### src/logic/freq_counter_pkg.sv
// Constants, timing counts and state types for the gated frequency and time counter.
// Assumes a single 40 MHz system clock; every timing count below is derived from that rate.

package freq_counter_pkg;

   localparam int unsigned SYS_CLK_HZ     = 40_000_000;
   localparam int unsigned REF_HZ         = 10_000_000;
   localparam int unsigned REF_DIV        = SYS_CLK_HZ / REF_HZ;
   localparam int unsigned TB_DECADES     = 8;
   localparam int unsigned TB_TAPS        = TB_DECADES + 1;

   localparam int unsigned PULSE_NS       = 150;
   localparam int unsigned PULSE_CYC      =
      (PULSE_NS * (SYS_CLK_HZ / 1_000_000) + 999) / 1000;

   localparam int unsigned HOLD_MS        = 500;
   localparam int unsigned HOLD_CYC       = HOLD_MS * (SYS_CLK_HZ / 1000);

   localparam int unsigned DIGITS         = 9;
   localparam logic [3:0]  DIGIT_MAX      = 4'h9;
   localparam logic [3:0]  DIGIT_ZERO     = 4'h0;

   typedef enum logic [3:0] {
      SEQ_MEASURE = 4'b0001,
      SEQ_STROBE  = 4'b0010,
      SEQ_HOLD    = 4'b0100,
      SEQ_CLEAR   = 4'b1000
   } seq_state_t;

endpackage

### src/logic/bcd_decade.sv
// One BCD decade of the counting chain with its terminal-count flag.
// Assumes the step input is a single-cycle event in the sys_clk domain.
`timescale 1ns/1ps

module bcd_decade
   import freq_counter_pkg::*;
(
   // Clock and reset
   input  wire logic       sys_clk,
   input  wire logic       rst,
   // Control
   input  wire logic       clear,
   input  wire logic       step,
   // Count state
   output logic      [3:0] digit,
   output logic            carry,
   output logic            max_count_n
);

   wire at_max = (digit == DIGIT_MAX);

   assign carry       = step && at_max;
   assign max_count_n = !at_max;

   always_ff @(posedge sys_clk) begin
      if (rst || clear) begin
         digit <= DIGIT_ZERO;
      end else if (step) begin
         digit <= at_max ? DIGIT_ZERO : digit + 4'h1;
      end
   end

endmodule // bcd_decade

### src/logic/gated_frequency_time_counter.sv
// Control and counting core of a gated frequency and period counter with latched digits.
// Assumes a 40 MHz sys_clk, the measured signal arriving asynchronously on a pin, and
// the mode, timebase and suppression selections coming from slow front-panel switches.
`timescale 1ns/1ps

module gated_frequency_time_counter
   import freq_counter_pkg::*;
#(
   parameter int unsigned NUM_DIGITS  = DIGITS,
   parameter int unsigned HOLD_CYCLES = HOLD_CYC
)(
   // Clock and reset
   input  wire logic                      sys_clk,
   input  wire logic                      rst,
   // Measured signal and selections
   input  wire logic                      meas_in,
   input  wire logic                      time_mode,
   input  wire logic [3:0]                timebase_select,
   input  wire logic                      zero_suppress_select,
   // Display digits
   output logic      [NUM_DIGITS*4-1:0]   display_digits,
   output logic      [NUM_DIGITS-1:0]     digit_blank,
   output logic      [NUM_DIGITS-1:0]     zero_blank_out,
   // Control status
   output logic                           latch_strobe_n,
   output logic                           count_reset_n,
   output logic                           gate_toggle_flop,
   output logic                           stop_hold_flop,
   output logic                           timebase_out
);

   localparam int unsigned HOLD_W  = $clog2(HOLD_CYCLES + 1);
   localparam int unsigned PULSE_W = $clog2(PULSE_CYC + 1);

   generate
      if (NUM_DIGITS < 2 || NUM_DIGITS > 16) begin : g_bad_digits
         $error("NUM_DIGITS must lie between 2 and 16");
      end
      if (HOLD_CYCLES < 1) begin : g_bad_hold
         $error("HOLD_CYCLES must be at least one");
      end
   endgenerate

   // Input synchronisers. Only meas_s2, meas_prev and the other _s2 stages feed logic.
   logic meas_s1;
   logic meas_s2;
   logic meas_prev;
   logic tmode_s1;
   logic tmode_s2;
   logic zsup_s1;
   logic zsup_s2;
   logic [3:0] tbsel_s1;
   logic [3:0] tbsel_s2;

   always_ff @(posedge sys_clk) begin
      if (rst) begin
         meas_s1   <= 1'b0;
         meas_s2   <= 1'b0;
         meas_prev <= 1'b0;
         tmode_s1  <= 1'b0;
         tmode_s2  <= 1'b0;
         zsup_s1   <= 1'b0;
         zsup_s2   <= 1'b0;
         tbsel_s1  <= 4'h0;
         tbsel_s2  <= 4'h0;
      end else begin
         meas_s1   <= meas_in;
         meas_s2   <= meas_s1;
         meas_prev <= meas_s2;
         tmode_s1  <= time_mode;
         tmode_s2  <= tmode_s1;
         zsup_s1   <= zero_suppress_select;
         zsup_s2   <= zsup_s1;
         tbsel_s1  <= timebase_select;
         tbsel_s2  <= tbsel_s1;
      end
   end

   // The measured signal is sampled at 40 MHz, so inputs above about 20 MHz alias.
   wire meas_fall = meas_prev && !meas_s2;

   // Timebase: a prescaler makes the 10 MHz reference tick, then eight decades divide it.
   logic [1:0]         ref_count;
   logic [TB_TAPS-1:0] tb_tick;
   logic [3:0]         tb_div [TB_DECADES];

   wire ref_wrap = (ref_count == 2'(REF_DIV - 1));

   always_ff @(posedge sys_clk) begin
      if (rst) begin
         ref_count <= 2'h0;
      end else begin
         ref_count <= ref_wrap ? 2'h0 : ref_count + 2'h1;
      end
   end

   assign tb_tick[0] = ref_wrap;

   genvar t;
   generate
      for (t = 0; t < TB_DECADES; t++) begin : g_tb
         wire tb_at_max = (tb_div[t] == DIGIT_MAX);
         assign tb_tick[t+1] = tb_tick[t] && tb_at_max;
         always_ff @(posedge sys_clk) begin
            if (rst) begin
               tb_div[t] <= DIGIT_ZERO;
            end else if (tb_tick[t]) begin
               tb_div[t] <= tb_at_max ? DIGIT_ZERO : tb_div[t] + 4'h1;
            end
         end
      end
   endgenerate

   // Selections above the slowest tap fall back to 0.1 Hz.
   wire [3:0] tb_index = (tbsel_s2 > 4'(TB_DECADES)) ? 4'(TB_DECADES) : tbsel_s2;
   wire       tb_sel_tick = tb_tick[tb_index];

   always_ff @(posedge sys_clk) begin
      if (rst) begin
         timebase_out <= 1'b0;
      end else begin
         timebase_out <= tb_sel_tick;
      end
   end

   // Gate and count event routing.
   wire gate_event  = tmode_s2 ? meas_fall : tb_sel_tick;
   wire count_event = tmode_s2 ? tb_sel_tick : meas_fall;
   wire toggle_en   = !stop_hold_flop;

   // Sequencer after the gate closes: strobe, display hold, clearing pulse.
   seq_state_t          seq;
   seq_state_t          next_seq;
   logic [PULSE_W-1:0]  pulse_count;
   logic [HOLD_W-1:0]   hold_count;

   wire pulse_done = (pulse_count == PULSE_W'(PULSE_CYC - 1));
   wire hold_done  = (hold_count == HOLD_W'(HOLD_CYCLES - 1));
   wire clearing   = (seq == SEQ_CLEAR);
   wire gate_close = gate_event && toggle_en && gate_toggle_flop;

   always_comb begin
      next_seq = seq;
      unique case (seq)
         SEQ_MEASURE: begin
            if (stop_hold_flop) begin
               next_seq = SEQ_STROBE;
            end
         end
         SEQ_STROBE: begin
            if (pulse_done) begin
               next_seq = SEQ_HOLD;
            end
         end
         SEQ_HOLD: begin
            if (hold_done) begin
               next_seq = SEQ_CLEAR;
            end
         end
         SEQ_CLEAR: begin
            if (pulse_done) begin
               next_seq = SEQ_MEASURE;
            end
         end
         default: begin
            next_seq = SEQ_MEASURE;
         end
      endcase
   end

   always_ff @(posedge sys_clk) begin
      if (rst) begin
         seq <= SEQ_MEASURE;
      end else begin
         seq <= next_seq;
      end
   end

   // One counter times both 150 ns pulses; it restarts on each state change.
   always_ff @(posedge sys_clk) begin
      if (rst || next_seq != seq) begin
         pulse_count <= '0;
      end else if (!pulse_done) begin
         pulse_count <= pulse_count + PULSE_W'(1);
      end
   end

   // The hold timer stays cleared until the sequencer reaches SEQ_HOLD.
   always_ff @(posedge sys_clk) begin
      if (rst || !stop_hold_flop || seq != SEQ_HOLD) begin
         hold_count <= '0;
      end else if (!hold_done) begin
         hold_count <= hold_count + HOLD_W'(1);
      end
   end

   always_ff @(posedge sys_clk) begin
      if (rst) begin
         latch_strobe_n <= 1'b1;
         count_reset_n  <= 1'b1;
      end else begin
         latch_strobe_n <= !(next_seq == SEQ_STROBE);
         count_reset_n  <= !(next_seq == SEQ_CLEAR);
      end
   end

   // Control flops. The stop flop only reacts to the gate's falling transition.
   always_ff @(posedge sys_clk) begin
      if (rst || clearing) begin
         gate_toggle_flop <= 1'b0;
         stop_hold_flop   <= 1'b0;
      end else begin
         if (gate_event && toggle_en) begin
            gate_toggle_flop <= !gate_toggle_flop;
         end
         if (gate_close) begin
            stop_hold_flop <= 1'b1;
         end
      end
   end

   // Counting chain. Only the first decade sees the gate; the rest ripple.
   wire [NUM_DIGITS:0]     step;
   wire [NUM_DIGITS-1:0]   max_n;
   wire [NUM_DIGITS*4-1:0] count_value;
   wire [NUM_DIGITS:0]     blank_chain_n;

   assign step[0] = count_event && gate_toggle_flop;

   // A low chain input at the top digit starts suppression.
   assign blank_chain_n[NUM_DIGITS] = !zsup_s2;

   genvar d;
   generate
      for (d = 0; d < NUM_DIGITS; d++) begin : g_digit
         bcd_decade u_decade (
            .sys_clk     (sys_clk),
            .rst         (rst),
            .clear       (clearing),
            .step        (step[d]),
            .digit       (count_value[d*4 +: 4]),
            .carry       (step[d+1]),
            .max_count_n (max_n[d])
         );

         wire latched_zero = (display_digits[d*4 +: 4] == DIGIT_ZERO);
         assign digit_blank[d]    = !blank_chain_n[d+1] && latched_zero;
         assign blank_chain_n[d]  = !digit_blank[d];
         assign zero_blank_out[d] = blank_chain_n[d];
      end
   endgenerate

   // One process owns the whole latch word, so no variable has several drivers.
   always_ff @(posedge sys_clk) begin
      if (rst) begin
         display_digits <= '0;
      end else if (!latch_strobe_n) begin
         display_digits <= count_value;
      end
   end

endmodule // gated_frequency_time_counter

### config.mk
export PLATFORM = sky130hd
export DESIGN_NAME = gated_frequency_time_counter
export DESIGN_NICKNAME = d
export VERILOG_FILES = /design/src/logic/freq_counter_pkg.sv /design/src/logic/bcd_decade.sv /design/src/logic/gated_frequency_time_counter.sv
export SDC_FILE = /design/constraint.sdc
export NUM_CORES = 1
export LEC_CHECK = 0
export BUFFER_PORTS_ARGS = -buffer_cell sky130_fd_sc_hd__buf_2
export CAP_MARGIN = 10
export CORE_UTILIZATION = 53
export CTS_CLUSTER_DIAMETER = 50
export DETAILED_ROUTE_END_ITERATION = 10
export HOLD_SLACK_MARGIN = 0.06
export PLACE_DENSITY_LB_ADDON = 0.15
export RECOVER_POWER = 100
export SETUP_SLACK_MARGIN = 0.4
export SYNTH_ARGS = -nofsm -noshare
export SYNTH_HDL_FRONTEND = slang
export SYNTH_HIERARCHICAL = 1
export SYNTH_SLANG_ARGS = --single-unit
export TNS_END_PERCENT = 1
### constraint.sdc
create_clock -name sys_clk -period 4.85 [get_ports sys_clk]
set_input_delay 0.485 -clock sys_clk [delete_from_list [all_inputs] [get_ports sys_clk]]
set_output_delay 0.485 -clock sys_clk [all_outputs]
set_load 0.02 [all_outputs]
==> results of run 1 <==
## report_power, final
| group | internal (W) | total, W | switching (W) |
|---|---|---|---|
| Sequential | 0.00136 | 0.00138 | 0.0000193 |
| Clock | 0.000894 | 0.00140 | 0.000506 |
| Combinational | 0.0000355 | 0.0000940 | 0.0000585 |
## worst max path at each step
| stage | from | to | depth (start not counted) |
|---|---|---|---|
| final | tb_div[1][1] | g_digit[8].u_decade/digit[2] | 28 |
| after floorplan | tb_div[0][1] | g_digit[8].u_decade/digit[1] | 28 |
| after CTS | tb_div[1][1] | g_digit[8].u_decade/digit[1] | 27 |
| after global routing | tb_div[1][1] | g_digit[8].u_decade/digit[2] | 28 |
| after detailed placement | tb_div[0][1] | g_digit[8].u_decade/digit[1] | 27 |
| after global placement | tb_div[0][1] | g_digit[8].u_decade/digit[1] | 27 |
## sequential cells by signal, summed over array words and instances, names as in the netlist
signal	flops
tbsel_s2	4
display_digits	36
meas_s1	1
zsup_s2	1
hold_count	25
stop_hold_flop	1
pulse_count	3
latch_strobe_n	1
meas_s2	1
meas_prev	1
count_reset_n	1
tmode_s1	1
tbsel_s1	4
timebase_out	1
tmode_s2	1
ref_count	2
tb_div	32
g_digit.u_decade/digit	36
zsup_s1	1
gate_toggle_flop	1
seq	4
## cell type report
cell class | count | area (µm²)
flip-flops and latches | 158 | 3480
repair buffers | 81 | 353
clock inverters | 9 | 129
fillers | 1173 | 4880
clock buffers | 22 | 507
well taps | 176 | 220
inverters | 46 | 173
multi-input cells | 549 | 3500
## routing by layer
| metal | vias to the layer above | routed length (µm) | share of wire [%] |
|---|---|---|---|
| met5 | - | 0 | 0 |
| met4 | 0 | 174 | 1.2 |
| met3 | 16 | 541 | 3.8 |
| met2 | 85 | 7050 | 50 |
| met1 | 2683 | 6460 | 45 |
| li1 | 2840 | - | - |
## layout by cell type (no fill, tap or decap), drive strengths merged, types with 3 or more instances in the layout
| cell type | count |
|---|---|
| dfxtp | 126 |
| nor2 | 126 |
| clkbuf | 85 |
| nand2 | 53 |
| inv | 47 |
| nand3 | 38 |
| mux2i | 37 |
| edfxtp | 32 |
| nor3 | 28 |
| xnor2 | 28 |
| nor2b | 26 |
| a21oi | 23 |
| xor2 | 22 |
| ha | 20 |
| or3 | 18 |
| nor4 | 18 |
| buf | 18 |
| o21ai | 17 |
| o211ai | 11 |
| and4b | 10 |
| nand3b | 9 |
| a21boi | 9 |
| nand2b | 6 |
| nand4 | 5 |
| or4 | 5 |
| clkinv | 5 |
| and3b | 4 |
| and3 | 4 |
| or2 | 4 |
| nor3b | 3 |
| and2 | 3 |
| bufinv | 3 |
## worst max-delay path, delay by kind of cell, from the launching register on
family / cells / cell delay (ps)
buffers and inverters: 10 / 830
flip-flops: 1 / 400
adder cells (fa/ha/maj): 1 / 140
XOR/XNOR: 1 / 130
AND/OR/NAND/NOR: 13 / 1830
AO/OA/AOI/OAI: 3 / 720
## repair_timing
item / CTS / global route
endpoints found under the hold margin: 0 / 0
endpoints found under the setup margin: 8 / 9
setup buffers: 2 / 7
gates resized for setup: 4 / 5
pin swaps: 2 / 6
## metrics by stage
| stage | cell area [µm²] | hold slack (ps) | cells |
|---|---|---|---|
| after floorplan | 7230 | 399 | 774 |
| after global placement | 7740 | 408 | 1001 |
| after detailed placement | 7740 | 412 | 1001 |
| after CTS | 8410 | 255 | 1034 |
| after global routing | 8360 | 270 | 1041 |
| final | 8360 | 267 | 1041 |
==> impl_metrics.yaml, run 1 <==
power_and_ir_drop:
  p_per_area_nw_per_um2: 344
  total_power_w: 0.00288
  leakage_nw: 3.28
  vdd_drop_max_v: 0.000216
global_route:
  grt_usage_pct: 21.1
  top_usage_layer: "met2"
  grt_pass1_vias: 5246
  grt_pass1_wl_mm: 24.0
  grtUsageMet1_pct: 26.5
  grt_overflow_total: 0
  grt_max_degree: 100
  global_route.usage.met2_pct: 35.1
  antenna_found_initial: 0
  use_met3_pct: 5.12
drt:
  drc_errors: 0
  drt-total-wl_mm: 14.2
  detail_route.vias_per_cell: 5.40
  num_vias: 5624
  dr.pass1.iters: 6
  drtIter0Drc: 306
  routedWlPerCell_um: 13.7
  postRouteAntennaNets: 0
sta:
  timing.final.max_slew_violations: 156
  slew_headroom_pct: -60.2
  post-route-period-util_pct: 87.9
  tns_ps: 0
  finalSetupViolations: 0
  fin_skew_ps: 9.15
  tightest_slew_ps: 2380
  period_needed_ps: 4260
  hold_viol: 0
  setup_slack_ps: 585
  rsz0062_at_grt: "false"
  max_freq_mhz: 234
die:
  die_h_um: 119
  core-area_um2: 13200
  die_area_um2: 14100
  rows: 42
  dieWidth_um: 119
  start_util_pct: 54.4
  io_pins: 68
logic_synthesis:
  synth_area_um2: 7200
  yosys_warnings: 6
  synthCells: 774
  syn_nets: 803
  synth.avg_cell_area_um2: 9.30
critical_path:
  rrSetupSlack_ps: 590
  path_class: "flip-flop to flip-flop"
  end_kind: "flip-flop"
  regToRegStartpoint: "tb_div[1][1]"
  crit_path_start_kind: "flip-flop"
  worstPathArrival_ps: 4490
  reg2regPathDepth: 28
  path_max_fanout: 5
  critPathSlowestCell: "edfxtp_1"
  rr_endpoint: "g_digit[8].u_decade/digit[2]"
  cp.required_ps: 5080
  crit_top_cell: "inv_1"
  crit_path_max_incr_delay_ps: 400
clock_network:
  cts-root-buf: "clkbuf_16"
  cts_made_buffers: 17
  clk_path_buf_depth: 2
  cts_htree_levels: 4
  cts_sinks: 158
  clk_pin_slew_worst_paths_ps: 60
  cts_tree: "yes"
  clk_latency_ps: 420
  hold_buffers: 0
placement:
  port_buffers: 67
  post-place-ws_ps: 154
  routabilityCongestion: 0.814
  hpwlAfterDp_mm: 9.69
hold_path:
  whs_path_depth: 2
  min_to: "meas_s1"
  hold_class: "primary input to flip-flop"
  worstHoldStart: "meas_in"
final_layout:
  n_antenna_cell: 0
  nNetsFinal: 882
  syn2layout_area_growth_pct: 16.1
  final_util_pct: 63.1
  drive_above_1_share_pct: 9.25
run_status:
  status: "finished, violations left"
  violations: "capacitance limit, slew limit"
flow_run:
  maxCapViolCount: 3
(Power assumes the default switching activity.)
==> run 2, diff against run 1 <==
--- a/config.mk
+++ b/config.mk
@@ -5,9 +5,10 @@
 export SDC_FILE = /design/constraint.sdc
 export NUM_CORES = 1
 export LEC_CHECK = 0
+export ABC_AREA = 1
 export BUFFER_PORTS_ARGS = -buffer_cell sky130_fd_sc_hd__buf_2
 export CAP_MARGIN = 10
-export CORE_UTILIZATION = 53
+export CORE_UTILIZATION = 54
 export CTS_CLUSTER_DIAMETER = 50
 export DETAILED_ROUTE_END_ITERATION = 10
 export HOLD_SLACK_MARGIN = 0.06
==> run 2 against run 1 <==
Effect of this change:
- total power grew 1.3%
- largest cell class is now sequential cells
- die area is 0.82% lower
- first-iteration DRC count grew 9.2%
- non-clock buffer count fell by 10
- critical path depth increased by 3
- the run still ends with capacitance limit, slew limit left
- core utilization is 0.57 points lower
- clock power fell by 5%
- via count rose by 7.2%
- area after synthesis grew 1.0%
==> impl_metrics.yaml, run 2 <==
clock_network:
  clk_latency_ps: 420
  clk_path_buf_depth: 2
  hold_buffers: 0
  cts_tree: "yes"
  postCtsResizedCells: 0
  cts-root-buf: "clkbuf_16"
  cts_sinks: 158
  postCtsSetupBuffers: 0
  cts_made_buffers: 17
  clk_pin_slew_worst_paths_ps: 60
  cts_htree_levels: 4
final_layout:
  nNetsFinal: 1047
  nFillCells: 1220
  n_antenna_cell: 0
  fin_cells: 1206
  mostFrequentLayoutCells: "nor2_1, dfxtp_1, nand2_1"
  reg_top3: "display_digits: 36 flops, g_digit.u_decade/digit: 36 flops, tb_div: 32 flops"
  drive_above_1_share_pct: 10.8
  syn2layout_area_growth_pct: 13.5
  fin_area_um2: 8250
  final_common_cell: "nor2_1"
critical_path:
  crit_buf_inv: 12
  cp_top_family: "simple AND/OR/NAND/NOR gates"
  path_max_fanout: 5
  critPathSlowestCell: "edfxtp_1"
  crit_path_max_incr_delay_ps: 420
  path_class: "flip-flop to flip-flop"
  worstPathArrival_ps: 4480
  cp.required_ps: 5150
  crit_path_start_kind: "flip-flop"
  crit_top_cell: "nand3_1"
  end_kind: "flip-flop"
sta:
  period_needed_ps: 4170
  finalSetupViolations: 0
  tightest_slew_ps: 1890
  rsz0062_at_grt: "false"
  hold_viol: 0
  tns_ps: 0
  timing.final.max_slew_violations: 74
  fin_skew_ps: 12.9
  hold_slack_ps: 266
  slew_headroom_pct: -25.8
  max_freq_mhz: 240
  post-route-period-util_pct: 86.1
hold_path:
  hold_class: "primary input to flip-flop"
drt:
  drc_errors: 0
  routedWlPerCell_um: 11.3
  num_vias: 6027
  dr.pass1.iters: 5
  postRouteAntennaNets: 0
  drtIter0Drc: 334
  detail_route.vias_per_cell: 5.00
  drt-total-wl_mm: 13.6
die:
  die_h_um: 118
  io_pins: 68
  rows: 42
  dieWidth_um: 118
  die_area_um2: 13900
  core-area_um2: 13200
  start_util_pct: 55.2
logic_synthesis:
  syn_nets: 974
  synthCells: 945
  synth.avg_cell_area_um2: 7.70
  yosys_warnings: 6
  synth_area_um2: 7270
global_route:
  grt_pass1_wl_mm: 23.6
  antenna_found_initial: 0
  grt_max_degree: 41
  grt_overflow_total: 0
  grt_pass1_vias: 5450
  grt_usage_pct: 20.7
power_and_ir_drop:
  leakage_nw: 3.30
  sw_frac_of_total_pct: 21.9
  p_per_area_nw_per_um2: 353
  combPwrFrac_pct: 6.3
  p_seq_share_pct: 48.1
  vdd_drop_max_v: 0.000236
  p_int_w: 0.00228
  switchingPower_w: 0.000638
  clkPwrFrac_pct: 45.5
run_status:
  status: "finished, violations left"
  violations: "capacitance limit, slew limit"
flow_run:
  maxCapViolCount: 2
placement:
  port_buffers: 67
  hpwlAfterDp_mm: 9.60
  place_area_um2: 7790
  placed_cells: 1174
  routabilityCongestion: 0.847
[run 2: changes by cell type in the layout (fill, tap and decap cells not counted), moves of 17 or more]
cell,previous run,this run
inv_1,45,110
inv_2,1,28
mux2i_1,37,0
nand2_1,46,117
nand3_1,38,72
nor2_1,119,189
nor2_2,2,30
nor2b_1,17,0
nor3_1,28,10
o21ai_0,14,68
or3_1,18,0
xnor2_1,28,9
[run 2: tightest hold or removal path, stage by stage]
cell,delay (ps)
buf_2,70
inv_1,30
nor2_1,60
[run 2: metal layers]
metal	global-route usage [%]	up-vias	routed length [µm]
li1	-	3184	-
met1	25.9	2749	6550
met2	35.1	84	6470
met3	4.17	10	459
met4	7.85	0	136
met5	0	-	0
[run 2: layout make-up]
class	count	area, µm²	share of cell area, %
sequential	158	3480	42.2
multi-input combinational	628	3130	37.9
inverter	142	534	6.47
clock buffer	26	520	6.31
timing repair buffer	71	287	3.47
tap	176	220	2.67
clock inverter	5	77.6	0.940
[run 2: final timing paths]
| kind | startpoint | endpoint | slack, ps | cells past startpoint |
|---|---|---|---|---|
| worst max-delay path | tb_div[0][5] | g_digit[8].u_decade/digit[1] | 680 | 31 |
| worst min-delay path | meas_in | meas_s1 | 270 | 3 |
| worst max register to register | tb_div[0][5] | g_digit[8].u_decade/digit[1] | 680 | 31 |
| worst min register to register | meas_s1 | meas_s2 | 400 | 2 |
[run 2: power by group through the flow]
| stage | clock [W] | combinational (W) | sequential [W] |
|---|---|---|---|
| 2_1_floorplan | 0 | 0.000133 | 0.00144 |
| 3_3_place_gp | 0 | 0.000197 | 0.00143 |
| 3_5_place_dp | 0 | 0.000199 | 0.00143 |
| 4_1_cts | 0.00136 | 0.000200 | 0.00140 |
| 5_1_grt | 0.00141 | 0.000211 | 0.00141 |
| 6_report | 0.00133 | 0.000185 | 0.00140 |
[run 2: metrics by stage]
| step | total power (W) | setup WS (ps) | util [%] |
|---|---|---|---|
| finish | 0.00291 | 676 | 62.6 |
| global route | 0.00303 | 222 | 62.6 |
| CTS | 0.00296 | 482 | 63.6 |
| detailed placement | 0.00163 | 510 | 59.0 |
| global placement | 0.00163 | 705 | 59.0 |
| floorplan | 0.00157 | 1150 | - |
==> run 3, diff against run 2 <==
--- a/config.mk
+++ b/config.mk
@@ -8,7 +8,9 @@
 export ABC_AREA = 1
 export BUFFER_PORTS_ARGS = -buffer_cell sky130_fd_sc_hd__buf_2
 export CAP_MARGIN = 10
-export CORE_UTILIZATION = 54
+export CELL_PAD_IN_SITES_DETAIL_PLACEMENT = 2
+export CELL_PAD_IN_SITES_GLOBAL_PLACEMENT = 2
+export CORE_UTILIZATION = 31
 export CTS_CLUSTER_DIAMETER = 50
 export DETAILED_ROUTE_END_ITERATION = 10
 export HOLD_SLACK_MARGIN = 0.06
==> run 3 against run 2 <==
Effect of this change:
- the run still ends with capacitance limit, slew limit left
- combinational power is 7% higher
- worst setup slack better by 110 ps
- total power is 1.0% lower
- hold slack worse by 15 ps
- highest routed layer unchanged
==> impl_metrics.yaml, run 3 (same netlist as run 2, synthesis figures left out) <==
die:
  die_h_um: 155
  io_pins: 68
  core-area_um2: 22800
  dieWidth_um: 155
  rows: 55
  start_util_pct: 31.8
  die_area_um2: 24100
final_layout:
  reg_top3: "display_digits: 36 flops, g_digit.u_decade/digit: 36 flops, tb_div: 32 flops"
  final_util_pct: 37.1
  drive_above_1_share_pct: 12.6
  final_common_cell: "nor2_1"
  mostFrequentLayoutCells: "nor2_1, dfxtp_1, nand2_1"
  fin_cells: 1354
  fin_area_um2: 8490
  n_antenna_cell: 0
  syn2layout_area_growth_pct: 16.7
  nNetsFinal: 1057
drt:
  routedWlPerCell_um: 14.3
  dr.pass1.iters: 4
  postRouteAntennaNets: 0
  detail_route.vias_per_cell: 4.71
  drc_errors: 0
  drt-total-wl_mm: 19.4
  drtIter0Drc: 224
  num_vias: 6372
power_and_ir_drop:
  p_int_w: 0.00213
  leakage_nw: 3.34
  combPwrFrac_pct: 6.9
  switchingPower_w: 0.000753
  p_seq_share_pct: 48.7
  total_power_w: 0.00288
  p_per_area_nw_per_um2: 340
  vdd_drop_max_v: 0.000215
  clkPwrFrac_pct: 44.5
  sw_frac_of_total_pct: 26.1
placement:
  port_buffers: 67
  placed_cells: 1313
  hpwlAfterDp_mm: 13.8
  place_area_um2: 7970
  routabilityCongestion: 0.723
sta:
  finalSetupViolations: 0
  max_freq_mhz: 246
  timing.final.max_slew_violations: 128
  slew_headroom_pct: -52.5
  hold_viol: 0
  post-route-period-util_pct: 83.9
  tightest_slew_ps: 2290
  tns_ps: 0
  period_needed_ps: 4070
  fin_skew_ps: 10.9
  rsz0062_at_grt: "false"
critical_path:
  critPathSlowestCell: "edfxtp_1"
  crit_top_cell: "nand3_1"
  end_kind: "flip-flop"
  rrSetupSlack_ps: 780
  cp.required_ps: 5160
  crit_path_max_incr_delay_ps: 420
  worstPathArrival_ps: 4380
  crit_buf_inv: 12
  cp_top_family: "simple AND/OR/NAND/NOR gates"
  path_class: "flip-flop to flip-flop"
  path_max_fanout: 5
  crit_path_start_kind: "flip-flop"
global_route:
  grt_usage_pct: 16.9
  antenna_found_initial: 0
  grt_overflow_total: 0
  grt_pass1_wl_mm: 32.6
  grt_pass1_vias: 6750
  grt_max_degree: 54
run_status:
  violations: "capacitance limit, slew limit"
  status: "finished, violations left"
clock_network:
  cts_made_buffers: 17
  clk_latency_ps: 430
  clk_pin_slew_worst_paths_ps: 70
  cts_htree_levels: 4
  clk_path_buf_depth: 2
  cts_tree: "yes"
  cts_sinks: 158
  hold_buffers: 0
  cts-root-buf: "clkbuf_16"
flow_run:
  maxCapViolCount: 3
hold_path:
  hold_class: "primary input to flip-flop"
[run 3: final timing paths]
path | end | cells past startpoint | start
worst min register to register | tbsel_s2[0] | 2 | tbsel_s1[0]
worst max register to register | g_digit[8].u_decade/digit[1] | 31 | tb_div[0][5]
worst min-delay path | tbsel_s1[0] | 3 | timebase_select[0]
worst max-delay path | g_digit[8].u_decade/digit[1] | 31 | tb_div[0][5]
[run 3: worst register-to-register path: cells and delay by family (launching register included)]
| kind | cells | cell delay, ps |
|---|---|---|
| adders and majority gates | 1 | 140 |
| buffers and inverters | 12 | 1320 |
| and+or+nand+nor | 16 | 1850 |
| AOI/OAI and AO/OA | 2 | 240 |
| DFF | 1 | 420 |
[run 3: repair_timing]
item,4_1_cts,5_1_grt
pin swaps,1,4
endpoints found under the setup margin,6,8
setup buffers,1,8
gates resized for setup,6,12
[run 3: power by group through the flow]
stage	logic [W]	clock network (W)	registers (W)
floorplan	0.000133	0	0.00144
global placement	0.000208	0	0.00143
detailed placement	0.000212	0	0.00143
CTS	0.000215	0.00133	0.00140
global route	0.000228	0.00138	0.00141
finish	0.000198	0.00128	0.00140
[run 3: final cells by class]
cell class | instances | area [µm²]
multi-input cells | 628 | 3160
fillers | 2748 | 14400
flip-flops and latches | 158 | 3480
clock inverters | 14 | 111
repair buffers | 81 | 359
well taps | 313 | 392
inverters | 142 | 534
clock buffers | 18 | 450
[run 3: per-layer routing]
layer	GRT usage, %	part of all wire (%)	vias to the layer above
li1	-	-	3191
met5	0	0	-
met1	20.0	46	3131
met2	30.8	51	36
met4	4.95	1.0	0
met3	3.26	1.7	14
[run 3: stage by stage]
stage          setup slack [ps]  hold WS [ps]
4_1_cts                     401           236
2_1_floorplan              1150           388
3_5_place_dp                216           401
5_1_grt                     235           246
3_3_place_gp                475           396
6_report                    782           250
